## src/flash_host_pkg.sv

```systemverilog
// constants for the combined flash and sram memory host controller
package flash_host_pkg;
  // unlock pattern addresses and data
  localparam logic [18:0] UNLOCK_ADDR_A  = 19'h05555;
  localparam logic [18:0] UNLOCK_ADDR_B  = 19'h02AAA;
  localparam logic [7:0]  UNLOCK_DATA_A  = 8'hAA;
  localparam logic [7:0]  UNLOCK_DATA_B  = 8'h55;
  // command codes carried in the third and sixth cycles
  localparam logic [7:0]  CMD_PROGRAM    = 8'hA0;
  localparam logic [7:0]  CMD_ERASE_PRE  = 8'h80;
  localparam logic [7:0]  CMD_SECTOR_ER  = 8'h30;
  localparam logic [7:0]  CMD_BANK_ER    = 8'h10;
  localparam logic [7:0]  CMD_ID_ENTRY   = 8'h90;
  localparam logic [7:0]  CMD_ID_EXIT    = 8'hF0;
  // identification addresses
  localparam logic [18:0] ID_MAKER_ADDR  = 19'h00000;
  localparam logic [18:0] ID_DEVICE_ADDR = 19'h00001;
  // sector field: address bits 18 down to 12 (4 kbyte sectors)
  localparam int          SECTOR_LSB     = 12;
  localparam int          SECTOR_W       = 7;
  // data bit positions of the status bits
  localparam int          POLL_BIT       = 7;
  localparam int          TOGGLE_BIT     = 6;
  // timing: clock period, least strobe width, program limit
  localparam int          CLK_PERIOD_NS  = 100;
  localparam int          MIN_PULSE_NS   = 5;
  localparam int          PULSE_CYCLES   = (MIN_PULSE_NS + CLK_PERIOD_NS - 1) / CLK_PERIOD_NS;
  localparam int          PROG_MAX_US    = 20;
  localparam int          PROG_MAX_CYC   = (PROG_MAX_US * 1000) / CLK_PERIOD_NS;
  // number of extra confirmation reads
  localparam int          CONFIRM_READS  = 2;
  // operation codes on the user port
  localparam logic [2:0]  OP_READ        = 3'h0;
  localparam logic [2:0]  OP_PROGRAM     = 3'h1;
  localparam logic [2:0]  OP_SECTOR_ER   = 3'h2;
  localparam logic [2:0]  OP_BANK_ER     = 3'h3;
  localparam logic [2:0]  OP_ID_ENTRY    = 3'h4;
  localparam logic [2:0]  OP_ID_EXIT     = 3'h5;
  localparam logic [2:0]  OP_SRAM_RD     = 3'h6;
  localparam logic [2:0]  OP_SRAM_WR     = 3'h7;
endpackage : flash_host_pkg

```

## src/flash_host.sv

```systemverilog
// host controller driving the flash and sram memory through its pins
// Functional notes
// - sector erase: six cycles, last 30H
// - bank erase: six cycles, 10H to 5555H
// - host polls status during program and erase
// - confirm completion with two extra reads
// - program three-cycle unlock, erase six cycles
// - exit command leaves identification mode
`timescale 1ns/1ps
module flash_host
  import flash_host_pkg::*;
#(
  parameter int PROG_TIMEOUT = PROG_MAX_CYC // cycles before a program is declared failed
)(
  input  wire logic        clk,                 // 10 MHz clock
  input  wire logic        rst,                 // asynchronous reset, active high
  input  wire logic        ce,                  // clock enable, freezes state when low
  input  wire logic        req_valid,           // operation request
  output logic             req_ready,           // controller idle, takes request
  input  wire logic [2:0]  req_op,              // operation code
  input  wire logic [18:0] req_addr,            // byte or sector address
  input  wire logic [7:0]  req_data,            // write data
  output logic             done,                // one-cycle completion pulse
  output logic             fail,                // with done: operation failed
  output logic [7:0]       rd_data,             // read result
  output logic             flash_busy,          // flash operation running
  output logic [18:0]      mem_addr,            // address pins
  output logic [7:0]       dq_out,              // data pins, driven value
  output logic             dq_oe,               // data pins driven by host
  input  wire logic [7:0]  dq_in,               // data pins, sampled value
  output logic             write_strobe_n,      // write strobe
  output logic             output_enable_n,     // output enable
  output logic             flash_bank_select_n, // flash bank select
  output logic             sram_bank_select_n   // sram bank select
);
  typedef enum logic [6:0] {
    ST_IDLE  = 7'b0000001,
    ST_SETUP = 7'b0000010,
    ST_WLOW  = 7'b0000100,
    ST_WHIGH = 7'b0001000,
    ST_RLOW  = 7'b0010000,
    ST_RDONE = 7'b0100000,
    ST_POLL  = 7'b1000000
  } state_t;

  state_t      state_q;
  logic [2:0]  op_q;
  logic [18:0] addr_q;
  logic [7:0]  data_q;
  logic [2:0]  step_q;      // current command cycle index
  logic [2:0]  last_q;      // index of final command cycle
  logic [1:0]  pol_cnt_q;   // clock count within the current four-clock poll
  logic [7:0]  prev_q;      // previous status read
  logic [1:0]  conf_q;      // confirmation reads done so far
  logic [31:0] tmo_q;       // program watchdog
  logic        busy_q;

  // address of command cycle n for the current operation
  function automatic logic [18:0] cyc_addr(input logic [2:0] n, input logic [2:0] op,
                                           input logic [18:0] a);
    logic [18:0] r;
    r = UNLOCK_ADDR_A;
    case (n)
      3'h1, 3'h4: r = UNLOCK_ADDR_B;
      3'h3: r = (op == OP_PROGRAM) ? a : UNLOCK_ADDR_A;
      3'h5: r = (op == OP_SECTOR_ER)
              ? {a[18 -: SECTOR_W], {SECTOR_LSB{1'b0}}} : UNLOCK_ADDR_A;
      default: r = UNLOCK_ADDR_A;
    endcase
    return r;
  endfunction : cyc_addr

  // data of command cycle n for the current operation
  function automatic logic [7:0] cyc_data(input logic [2:0] n, input logic [2:0] op,
                                          input logic [7:0] d);
    logic [7:0] r;
    r = UNLOCK_DATA_A;
    case (n)
      3'h0, 3'h3: r = (op == OP_PROGRAM) && (n == 3'h3) ? d : UNLOCK_DATA_A;
      3'h1, 3'h4: r = UNLOCK_DATA_B;
      3'h2: case (op)
              OP_PROGRAM:  r = CMD_PROGRAM;
              OP_ID_ENTRY: r = CMD_ID_ENTRY;
              OP_ID_EXIT:  r = CMD_ID_EXIT;
              default:     r = CMD_ERASE_PRE;
            endcase
      3'h5: r = (op == OP_SECTOR_ER) ? CMD_SECTOR_ER : CMD_BANK_ER;
      default: r = UNLOCK_DATA_A;
    endcase
    return r;
  endfunction : cyc_data

  logic is_sram;
  logic is_read;
  logic in_cmd;
  assign is_sram = (op_q == OP_SRAM_RD) || (op_q == OP_SRAM_WR);
  assign is_read = (op_q == OP_READ) || (op_q == OP_SRAM_RD);
  assign in_cmd  = !is_read && (op_q != OP_SRAM_WR);

  // handshake: flash requests wait for busy to clear and sram requests do not, though busy is high only in the poll state
  assign req_ready = (state_q == ST_IDLE) &&
                     (!busy_q || req_op == OP_SRAM_RD || req_op == OP_SRAM_WR);
  assign flash_busy = busy_q;

  // main sequencer: one full bus cycle per step, write strobe 100 ns wide, output enable 200 ns
  always_ff @(posedge clk or posedge rst)
  begin
    if (rst)
    begin
      state_q   <= ST_IDLE;
      op_q      <= OP_READ;
      addr_q    <= 19'h00000;
      data_q    <= 8'h00;
      step_q    <= 3'h0;
      last_q    <= 3'h0;
      pol_cnt_q <= 2'h0;
      prev_q    <= 8'h00;
      conf_q    <= 2'h0;
      tmo_q     <= 32'h0;
      busy_q    <= 1'b0;
      done      <= 1'b0;
      fail      <= 1'b0;
      rd_data   <= 8'h00;
    end
    else if (ce)
    begin
      done <= 1'b0;
      fail <= 1'b0;
      case (state_q)
        ST_IDLE:
        begin
          if (req_valid && req_ready)
          begin
            op_q   <= req_op;
            addr_q <= req_addr;
            data_q <= req_data;
            step_q <= 3'h0;
            case (req_op)
              OP_PROGRAM:              last_q <= 3'h3;
              OP_SECTOR_ER, OP_BANK_ER: last_q <= 3'h5;
              OP_ID_ENTRY, OP_ID_EXIT: last_q <= 3'h2;
              default:                 last_q <= 3'h0;
            endcase
            state_q <= ST_SETUP;
          end
        end
        ST_SETUP:
          state_q <= is_read ? ST_RLOW : ST_WLOW;
        ST_WLOW:
          state_q <= ST_WHIGH;
        ST_WHIGH:
        begin
          if (in_cmd && step_q != last_q)
          begin
            step_q  <= step_q + 3'h1;
            state_q <= ST_SETUP;
          end
          else if (op_q == OP_PROGRAM || op_q == OP_SECTOR_ER || op_q == OP_BANK_ER)
          begin
            busy_q    <= 1'b1;
            tmo_q     <= 32'h0;
            pol_cnt_q <= 2'h0;
            conf_q    <= 2'h0;
            state_q   <= ST_POLL;
          end
          else
          begin
            done    <= 1'b1;
            state_q <= ST_IDLE;
          end
        end
        ST_RLOW:
          state_q <= ST_RDONE;
        ST_RDONE:
        begin
          rd_data <= dq_in;
          done    <= 1'b1;
          state_q <= ST_IDLE;
        end
        ST_POLL:
        begin
          // one poll per four clocks: oe low during counts 1 and 2, bus sampled at the end of count 1
          pol_cnt_q <= pol_cnt_q + 2'h1;
          if (op_q == OP_PROGRAM)
            tmo_q <= tmo_q + 32'h1;
          if (pol_cnt_q == 2'h1)
          begin
            prev_q <= dq_in;
            if (op_q == OP_PROGRAM && tmo_q > 32'(PROG_TIMEOUT))
            begin
              busy_q  <= 1'b0;
              done    <= 1'b1;
              fail    <= 1'b1;
              state_q <= ST_IDLE;
            end
            else if ((dq_in[TOGGLE_BIT] == prev_q[TOGGLE_BIT]) &&
                     (op_q == OP_PROGRAM ? dq_in[POLL_BIT] == data_q[POLL_BIT]
                                         : dq_in[POLL_BIT]))
            begin
              if (conf_q == 2'(CONFIRM_READS))
              begin
                busy_q  <= 1'b0;
                done    <= 1'b1;
                state_q <= ST_IDLE;
              end
              else
                conf_q <= conf_q + 2'h1;
            end
            else
              conf_q <= 2'h0;
          end
        end
        default:
          state_q <= ST_IDLE;
      endcase
    end
  end

  // pin drive: registered from state so strobes are glitch free
  always_ff @(posedge clk or posedge rst)
  begin
    if (rst)
    begin
      mem_addr            <= 19'h00000;
      dq_out              <= 8'h00;
      dq_oe               <= 1'b0;
      write_strobe_n      <= 1'b1;
      output_enable_n     <= 1'b1;
      flash_bank_select_n <= 1'b1;
      sram_bank_select_n  <= 1'b1;
    end
    else if (ce)
    begin
      write_strobe_n      <= 1'b1;
      output_enable_n     <= 1'b1;
      flash_bank_select_n <= 1'b1;
      sram_bank_select_n  <= 1'b1;
      dq_oe               <= 1'b0;
      case (state_q)
        ST_SETUP:
        begin
          mem_addr <= in_cmd ? cyc_addr(step_q, op_q, addr_q) : addr_q;
          dq_out   <= in_cmd ? cyc_data(step_q, op_q, data_q) : data_q;
          // only one bank select at a time, avoiding the override case
          flash_bank_select_n <= is_sram;
          sram_bank_select_n  <= !is_sram;
          dq_oe               <= !is_read;
          output_enable_n     <= is_read ? 1'b0 : 1'b1;
        end
        ST_WLOW:
        begin
          flash_bank_select_n <= is_sram;
          sram_bank_select_n  <= !is_sram;
          dq_oe               <= 1'b1;
          write_strobe_n      <= 1'b0;
        end
        ST_WHIGH:
        begin
          flash_bank_select_n <= is_sram;
          sram_bank_select_n  <= !is_sram;
          dq_oe               <= 1'b1;
        end
        ST_RLOW:
        begin
          flash_bank_select_n <= is_sram;
          sram_bank_select_n  <= !is_sram;
          output_enable_n     <= 1'b0;
        end
        ST_POLL:
        begin
          mem_addr            <= addr_q;
          flash_bank_select_n <= 1'b0;
          output_enable_n     <= pol_cnt_q[1];
        end
        default: dq_oe <= 1'b0;
      endcase
    end
  end
endmodule : flash_host

```

## config.mk

```make
export PLATFORM = sky130hd
export DESIGN_NAME = flash_host
export DESIGN_NICKNAME = d
export VERILOG_FILES = /design/src/flash_host_pkg.sv /design/src/flash_host.sv
export SDC_FILE = /design/constraint.sdc
export NUM_CORES = 1
export LEC_CHECK = 0
export ABC_CLOCK_PERIOD_IN_PS = 5530
export BUFFER_PORTS_ARGS = -buffer_cell sky130_fd_sc_hd__buf_2
export CAP_MARGIN = 20
export CORE_MARGIN = 3
export CORE_UTILIZATION = 35
export DETAILED_ROUTE_END_ITERATION = 7
export GPL_ROUTABILITY_DRIVEN = 0
export PLACE_DENSITY = 0.62
export SYNTH_ARGS = -nofsm -noshare
export SYNTH_HDL_FRONTEND = slang
export SYNTH_SLANG_ARGS = --single-unit
```

## constraint.sdc

```tcl
create_clock -name clk -period 5.53 [get_ports clk]
set_clock_uncertainty 0.05 [all_clocks]
set_input_delay 1.3825 -clock clk [delete_from_list [all_inputs] [get_ports clk]]
set_output_delay 1.3825 -clock clk [all_outputs]
set_load 0.01 [all_outputs]
```

# --- Word level (Yosys, flattened, before mapping) ---
# Cells that the tools add are included.
# W data, S select, Z words.
op_classes:
  addsub: 4
  n_mul: 0
  n_div: 0
  order_cmp: 1
  n_eq_ne: 42
  shift: 0
  n_mux: 59
  bitwise_logic: 0
  reduce_logical: 38
ops:
  columns: ["operator", "count"]
  rows:
  - ["$mux W32", 3]
  - ["$pmux W32 S2", 1]
  - ["$mux W19", 3]
  - ["$pmux W19 S3", 1]
  - ["$mux W7", 7]
  - ["$pmux W7 S6", 1]
  - ["$pmux W19 S2", 1]
  - ["$add A32 B1 Y32 const B", 1]
  - ["$gt A32 B8 Y1 const B", 1]
  - ["$pmux W8 S4", 1]
  - ["$eq A3 B3 Y1 const B", 10]
  - ["$pmux W7 S3", 1]
  - ["$mux W1", 19]
  - ["$eq A3 B2 Y1 const B", 6]
  - ["$mux W8", 2]
  - ["$reduce_and A7 Y1", 2]
  - ["$mux W2", 6]
  - ["$ne A2 B2 Y1 const B", 6]
  - ["$ne A3 B3 Y1 const B", 4]
  - ["$reduce_and A5 Y1", 2]
  - ["$reduce_or A2 Y1", 5]
  - ["$eq A3 B1 Y1 const B", 3]
  - ["$pmux W3 S3", 1]
  - ["$pmux W2 S2", 2]
  - ["other kinds (29)", 55]
word_totals:
  register_bits: 129
  latchBits: 0
  mem_bits_rw: 0
  rom_bits: 0
  input_bits: 42
  out_inout_bits: 44
  wordCells: 165
  memories: 0

# --- Logic depth before layout (Yosys ltp) ---
# Gate-level depths: netlist (run 1).
depth:
  word_depth: 7
  depth_mapped: 9
  mapped_depth_nobuf: 8

# --- Worst setup path after synthesis (run 1) ---
# Ideal clock, no wire load.
synth_timing:
  path_type: "in2out"
  start: "in req_op[2]"
  end: "out req_ready"
  t_arrival_ns: 1.677
  t_required_ns: 4.098
  setup_slack_ns: 2.420
  path_stages: 2
  n_path_buf: 0
  path_cell_list: "a21boi_0 nor2_1"
synth_via:
  elab_chain_len: 4
  elab_cells_between_ends: 5
  classes_between: "eq/ne: 2; reduce/logical: 3"
synth_rtl:
  columns: ["item", "line_no", "source"]
  rows:
  - ["start: declaration", "flash_host.sv:20", "input wire logic [2:0] req_op,"]
  - ["$eq A3 B3 Y1", "flash_host.sv:102", "(!busy_q || req_op == OP_SRAM_RD || req_op == OP_SRAM_WR);"]
  - ["$logic_or A1 B1 Y1", "flash_host.sv:102", null]
  - ["$logic_or A1 B1 Y1 (*)", "flash_host.sv:102", null]
  - ["$logic_and A1 B1 Y1 (*)", "flash_host.sv:101", "assign req_ready = (state_q == ST_IDLE) &&"]
  - ["end: declaration", "flash_host.sv:19", "output logic req_ready,"]
# Mark *: on every way between the ends. The rest lies on a longest branch, timed or not.

# --- Worst setup path after layout (run 1) ---
# Ends and elaborated chain as after synthesis.

==> impl_metrics.csv, run 1 <==
group,metric,value,unit
clocking,cts_root_buf,"clkbuf_16",
critical_path,crit_type,"in2out",
detailed_routing,routed_wl,14100,um
timing,tightest_slew,955,ps
grt,overflow,0,
floorplanning,start_util,35.9,%
floorplanning,die_h,140,um
timing,finalHoldViolCount,0,
final_layout,stdcell_area,7520,um^2
timing,fin_setup_tns,0,ps
final_layout,nets,752,
clocking,cts_buffer_depth,2,
power,power_density,472,nW/um^2
power,p_switching,0.00118,W
placed_design,placed_area,6890,um^2
detailed_routing,drtIter0Drc,283,
logic_synthesis,ys_seq_area_share,49.3,%
placed_design,dp_slack,2140,ps
job,drv_cap,0,
timing,period_needed,3360,ps
detailed_routing,drtPass1Iterations,4,
outcome,outcome,"finished, final reports clean",
final_layout,n_fill_cell,1724,
timing,slew_violations,0,
logic_synthesis,avgSynthCellArea,10.2,um^2
detailed_routing,wl_per_cell,15.0,um
power,clock_power_share,32.3,%
critical_path,cp.required,4100,ps
timing,grt_setup_unrepaired,"false",
floorplanning,design.core.area,17400,um^2
timing,hold_slack,423,ps
power,ir_drop,0.238,mV
power,p_leak,3.34,nW
detailed_routing,route.detailed.drc,0,
logic_synthesis,synthCells,613,
final_layout,drive_gt1_share,28.1,%
clocking,ctsResizeCount,0,
timing,finalCritPeriodShare,60.8,%
final_layout,layout_common_cells,"dfrtp_1, buf_2, nand2_1",
logic_synthesis,ys_ff_latch,123,
floorplanning,ios,86,
logic_synthesis,synth_edf_count,0,
final_layout,area_growth,20.2,%
grt,grt_max_degree,55,
logic_synthesis,syn_nets,666,
critical_path,cp-start-kind,"input port",
critical_path,critPathMaxFanout,5,
grt,grt_antenna_before_repair,0,
hold_path,hp-class,"reg2reg",
clocking,clk-insertion-delay-late,410,ps
final_layout,diodes,0,
power,intPower,0.00237,W
placed_design,portBuffers,85,
logic_synthesis,synth_area,6250,um^2
floorplanning,dieArea,19500,um^2
grt,grt_pass1_vias,4758,
grt,grt_usage,15.1,%
clocking,numCtsBuffers,17,
final_layout,multiInputGateArea,2970,um^2
floorplanning,die_x,140,um
final_layout,layout.cells.most_common,"dfrtp_1",
timing,setup_ws,2170,ps
clocking,path_clk_slew,50,ps
final_layout,postLayoutCoreUtil,43.2,%
timing,maxSlewHeadroom,35.9,%
detailed_routing,routed_via_density,5.10,
clocking,ctsHtreeMaxLevel,4,
logic_synthesis,synth_cell_type_count,67,
clocking,cts_sinks,123,
timing,max_freq,297,MHz
timing,setup_viol,0,
placed_design,hpwl,9830,um
detailed_routing,route.antenna.remaining_nets,0,
detailed_routing,dr_total_vias,4781,
critical_path,worstPathArrival,1930,ps
critical_path,worstSetupEndpointType,"output pin",
logic_synthesis,yosysWarningCount,0,
power,pwr-share-comb,29.2,%
clocking,tritoncts,"yes",
grt,grt_pass1_wl,24000,um
power,pwr-share-seq,38.5,%
floorplanning,core.rowCount,48,
logic_synthesis,ys.flop_type,"dfrtp_1",
clocking,post_cts_buffers,0,
power,switching_share,33.1,%
clocking,postCtsHoldBufs,0,
final_layout,seqCellArea,3080,um^2
logic_synthesis,synthArstFlopShare,100,%
==> final timing paths <==
kind | startpoint | end | slack, ps | cells past startpoint
min reg2reg | mem_addr[4]$_DFFE_PP0P_ | mem_addr[4]$_DFFE_PP0P_ | 420 | 2
max reg2reg | state_q[6]$_DFFE_PP0P_ | state_q[5]$_DFFE_PP0P_ | 2850 | 5
min | mem_addr[4]$_DFFE_PP0P_ | mem_addr[4]$_DFFE_PP0P_ | 420 | 2
max in group asynchronous | rst | mem_addr[0]$_DFFE_PP0P_ | 3610 | 3
min in group asynchronous | rst | tmo_q[21]$_DFFE_PP0P_ | 860 | 2
max | req_op[2] | req_ready | 2170 | 4
==> power by group through the flow <==
stage	Sequential [W]	Clock (W)	Combinational (W)
floorplan	0.00138	0	0.000702
global placement	0.00137	0	0.00103
detailed placement	0.00138	0	0.00105
CTS	0.00137	0.00117	0.00105
global route	0.00141	0.00122	0.00117
finish	0.00137	0.00115	0.00104
==> cells in the mapped netlist, drive strengths merged (4+ instances only) <==
master  instances  area [um^2]
dfrtp         118         2950
nand2          65          244
nor2           64          240
mux2           46          518
o21ai          42          214
a21oi          33          169
xnor2          26          228
inv            23         86.3
nor4           18          186
nor3           17          111
buf            14         80.1
nand4          12         75.1
ha             11          138
nand3          11         60.1
clkbuf         10         37.5
nand2b         10         62.6
nor2b           7         43.8
xor2            7         61.3
dfstp           5          131
nor3b           5         47.5
or3             5         31.3
and3            4         25.0
and4            4         35.0
nor4b           4         50.1
o21a            4         30.0
or2             4         25.0
==> through the flow <==
stage                     std cells  total power [W]
after CTS                       936          0.00360
after detailed placement        904          0.00243
after global routing            937          0.00379
after global placement          904          0.00241
after floorplan                 613          0.00208
final                           937          0.00355
==> layer usage <==
metal / up-vias / part of all wire [%] / GRT usage (%)
li1: 2335 / - / -
met1: 2352 / 48 / 20.4
met3: 9 / 3.3 / 3.47
met2: 85 / 48 / 24.0
met4: 0 / 0.99 / 4.90
met5: - / 0 / 0
==> flip-flops by register name, summed over array words and instances, names as in the netlist, 3 cells and up <==
name and flops:
tmo_q 32, addr_q 19, mem_addr 19, data_q 8, dq_out 8, rd_data 8, state_q 7, last_q 3
op_q 3, step_q 3
==> cells by family after synthesis <==
logic type / Yosys count / synth area share [%]
simple gates: 238 / 20.8
flops: 123 / 49.3
compound gates: 113 / 11.2
mux: 48 / 8.60
buf+inv: 47 / 3.26
xor+xnor: 33 / 4.62
fa+ha+maj: 11 / 2.20
==> critical path: stages <==
cell,delay (ps)
buf_2,130
a21boi_0,230
nor2_1,60
buf_2,140
==> cell type report <==
class                   instances  area share [%]
repair buffers                 91            6.26
well taps                     225            3.75
clock buffers                  19            6.03
flip-flops and latches        123            41.0
inverters                      23            1.18
clock inverters                13            2.23
multi-input cells             443            39.5
Power figures use the tool's default switching activity.
==> inputs of run 2 (changes only) <==
--- a/config.mk
+++ b/config.mk
@@ -5,7 +5,7 @@
 export SDC_FILE = /design/constraint.sdc
 export NUM_CORES = 1
 export LEC_CHECK = 0
-export ABC_CLOCK_PERIOD_IN_PS = 5530
+export ABC_CLOCK_PERIOD_IN_PS = 3100
 export BUFFER_PORTS_ARGS = -buffer_cell sky130_fd_sc_hd__buf_2
 export CAP_MARGIN = 20
 export CORE_MARGIN = 3
==> constraint.sdc (replaced) <==
create_clock -name clk -period 3.1 [get_ports clk]
set_clock_uncertainty 0.05 [all_clocks]
set_input_delay 0.775 -clock clk [delete_from_list [all_inputs] [get_ports clk]]
set_output_delay 0.775 -clock clk [all_outputs]
set_load 0.01 [all_outputs]
==> run 2 against run 1 <==
Against the previous run:
- register-to-register slack lost 2300 ps
- first-iteration DRC count grew 25%
- wire length grew 1.4%
- hold slack gained 1.4 ps
- largest cell class unchanged
- die area is the same
- critical path type is now reg2reg
==> impl_metrics.csv, run 2 (synthesized netlist as in run 1, its figures left out) <==
group,metric,value,unit
outcome,outcome,"finished, final reports clean",
timing,period_needed,2560,ps
floorplanning,design.core.area,17400,um^2
clocking,post_cts_buffers,0,
grt,grt_usage,15.2,%
clocking,tritoncts,"yes",
floorplanning,die_h,140,um
final_layout,layout.cells.most_common,"dfrtp_1",
grt,overflow,0,
detailed_routing,drtPass1Iterations,4,
clocking,path_clk_slew,60,ps
critical_path,cp.required,3350,ps
grt,grt_antenna_before_repair,0,
power,ir_drop,0.377,mV
final_layout,layout_common_cells,"dfrtp_1, buf_2, nand2_1",
floorplanning,ios,86,
final_layout,seqCellArea,3080,um^2
floorplanning,start_util,35.9,%
detailed_routing,drtIter0Drc,353,
placed_design,placed_cells,916,
critical_path,worstPathArrival,2810,ps
timing,maxSlewHeadroom,39.4,%
placed_design,portBuffers,85,
floorplanning,core.rowCount,48,
clocking,cts_buffer_depth,2,
critical_path,critPathMaxFanout,14,
timing,max_freq,391,MHz
final_layout,largest_reg_flops,32,
timing,tightest_slew,910,ps
clocking,cts_sinks,123,
timing,setup_viol,0,
detailed_routing,wl_per_cell,15.1,um
grt,grt_pass1_wl,24200,um
detailed_routing,dr_total_vias,4786,
floorplanning,die_x,140,um
placed_design,dp_slack,580,ps
placed_design,hpwl,10200,um
hold_path,hp-class,"reg2reg",
clocking,postCtsHoldBufs,0,
grt,grt_pass1_vias,4733,
timing,finalHoldViolCount,0,
clocking,clk-insertion-delay-late,420,ps
final_layout,fin_cells,947,
timing,fin_setup_tns,0,ps
clocking,ctsHtreeMaxLevel,4,
final_layout,reg.largest.list,"tmo_q: 32 flops, addr_q: 19 flops, mem_addr: 19 flops",
final_layout,diodes,0,
power,power_density,831,nW/um^2
clocking,ctsResizeCount,0,
critical_path,cp-start-kind,"flip-flop",
final_layout,max_flop_register,"tmo_q",
power,p_leak,3.38,nW
critical_path,crit_type,"reg2reg",
detailed_routing,routed_via_density,5.05,
timing,finalCritPeriodShare,82.6,%
grt,grt_max_degree,38,
critical_path,worstSetupEndpointType,"flip-flop",
final_layout,nets,763,
detailed_routing,route.detailed.drc,0,
final_layout,multiInputGateArea,2970,um^2
final_layout,postLayoutCoreUtil,43.5,%
final_layout,drive_gt1_share,28.8,%
timing,grt_setup_unrepaired,"false",
clocking,numCtsBuffers,17,
final_layout,area_growth,21.2,%
floorplanning,dieArea,19500,um^2
job,drv_cap,0,
timing,setup_ws,540,ps
clocking,cts_root_buf,"clkbuf_16",
detailed_routing,route.antenna.remaining_nets,0,
detailed_routing,routed_wl,14300,um
timing,slew_violations,0,
final_layout,n_fill_cell,1711,
## run 2: cell count changes in the layout (fill, tap and decap cells not counted), sizes merged
| cell | before | now |
|---|---|---|
| buf | 91 | 102 |
| clkbuf | 19 | 21 |
| inv | 24 | 22 |
| bufinv | 3 | 2 |
| clkinv | 4 | 5 |
| clkinvlp | 5 | 4 |
## run 2: cell type report
class | instances | area share [%]
Clock inverter | 10 | 1.57
Multi-Input combinational cell | 443 | 39.2
Tap cell | 225 | 3.71
Inverter | 23 | 1.19
Sequential cell | 123 | 40.7
Timing Repair Buffer | 102 | 7.62
Clock buffer | 21 | 6.07
## run 2: critical path, stage by stage (launching register included)
cell and delay, ps:
dfrtp_1 470, nor3b_1 430, and2_1 500, o31ai_1 190, o21ai_2 410, mux2_2 380
## run 2: final timing paths
path | start | end | slack [ps] | cells past startpoint
worst max-delay path | state_q[6]$_DFFE_PP0P_ | state_q[5]$_DFFE_PP0P_ | 540 | 5
worst min-delay path | mem_addr[7]$_DFFE_PP0P_ | mem_addr[7]$_DFFE_PP0P_ | 420 | 2
worst max register to register | state_q[6]$_DFFE_PP0P_ | state_q[5]$_DFFE_PP0P_ | 540 | 5
worst min register to register | mem_addr[7]$_DFFE_PP0P_ | mem_addr[7]$_DFFE_PP0P_ | 420 | 2
max in group asynchronous | rst | sram_bank_select_n$_DFFE_PP1P_ | 1890 | 3
min in group asynchronous | rst | mem_addr[10]$_DFFE_PP0P_ | 430 | 2
## run 2: metal layers
| layer | share of wire, % | up-vias | track usage [%] | wire (um) |
|---|---|---|---|---|
| li1 | - | 2365 | - | - |
| met1 | 47 | 2313 | 20.7 | 6770 |
| met2 | 47 | 94 | 23.7 | 6740 |
| met3 | 4.1 | 14 | 3.85 | 581 |
| met4 | 1.3 | 0 | 5.15 | 182 |
| met5 | 0 | - | 0 | 0 |
## run 2: per-stage QoR
stage          area (um^2)  total power [W]  hold WS (ps)
6_report              7580          0.00630           424
5_1_grt               7580          0.00671           456
4_1_cts               7580          0.00638           429
3_5_place_dp          7000          0.00441           416
3_3_place_gp          7000          0.00437           414
2_1_floorplan         6260          0.00371           400
## run 2: power breakdown
group          total [W]  internal (W)  switching, W
clock            0.00194       0.00122      0.000718
sequential       0.00239       0.00209      0.000294
combinational    0.00198      0.000872       0.00110
total            0.00630       0.00419       0.00211
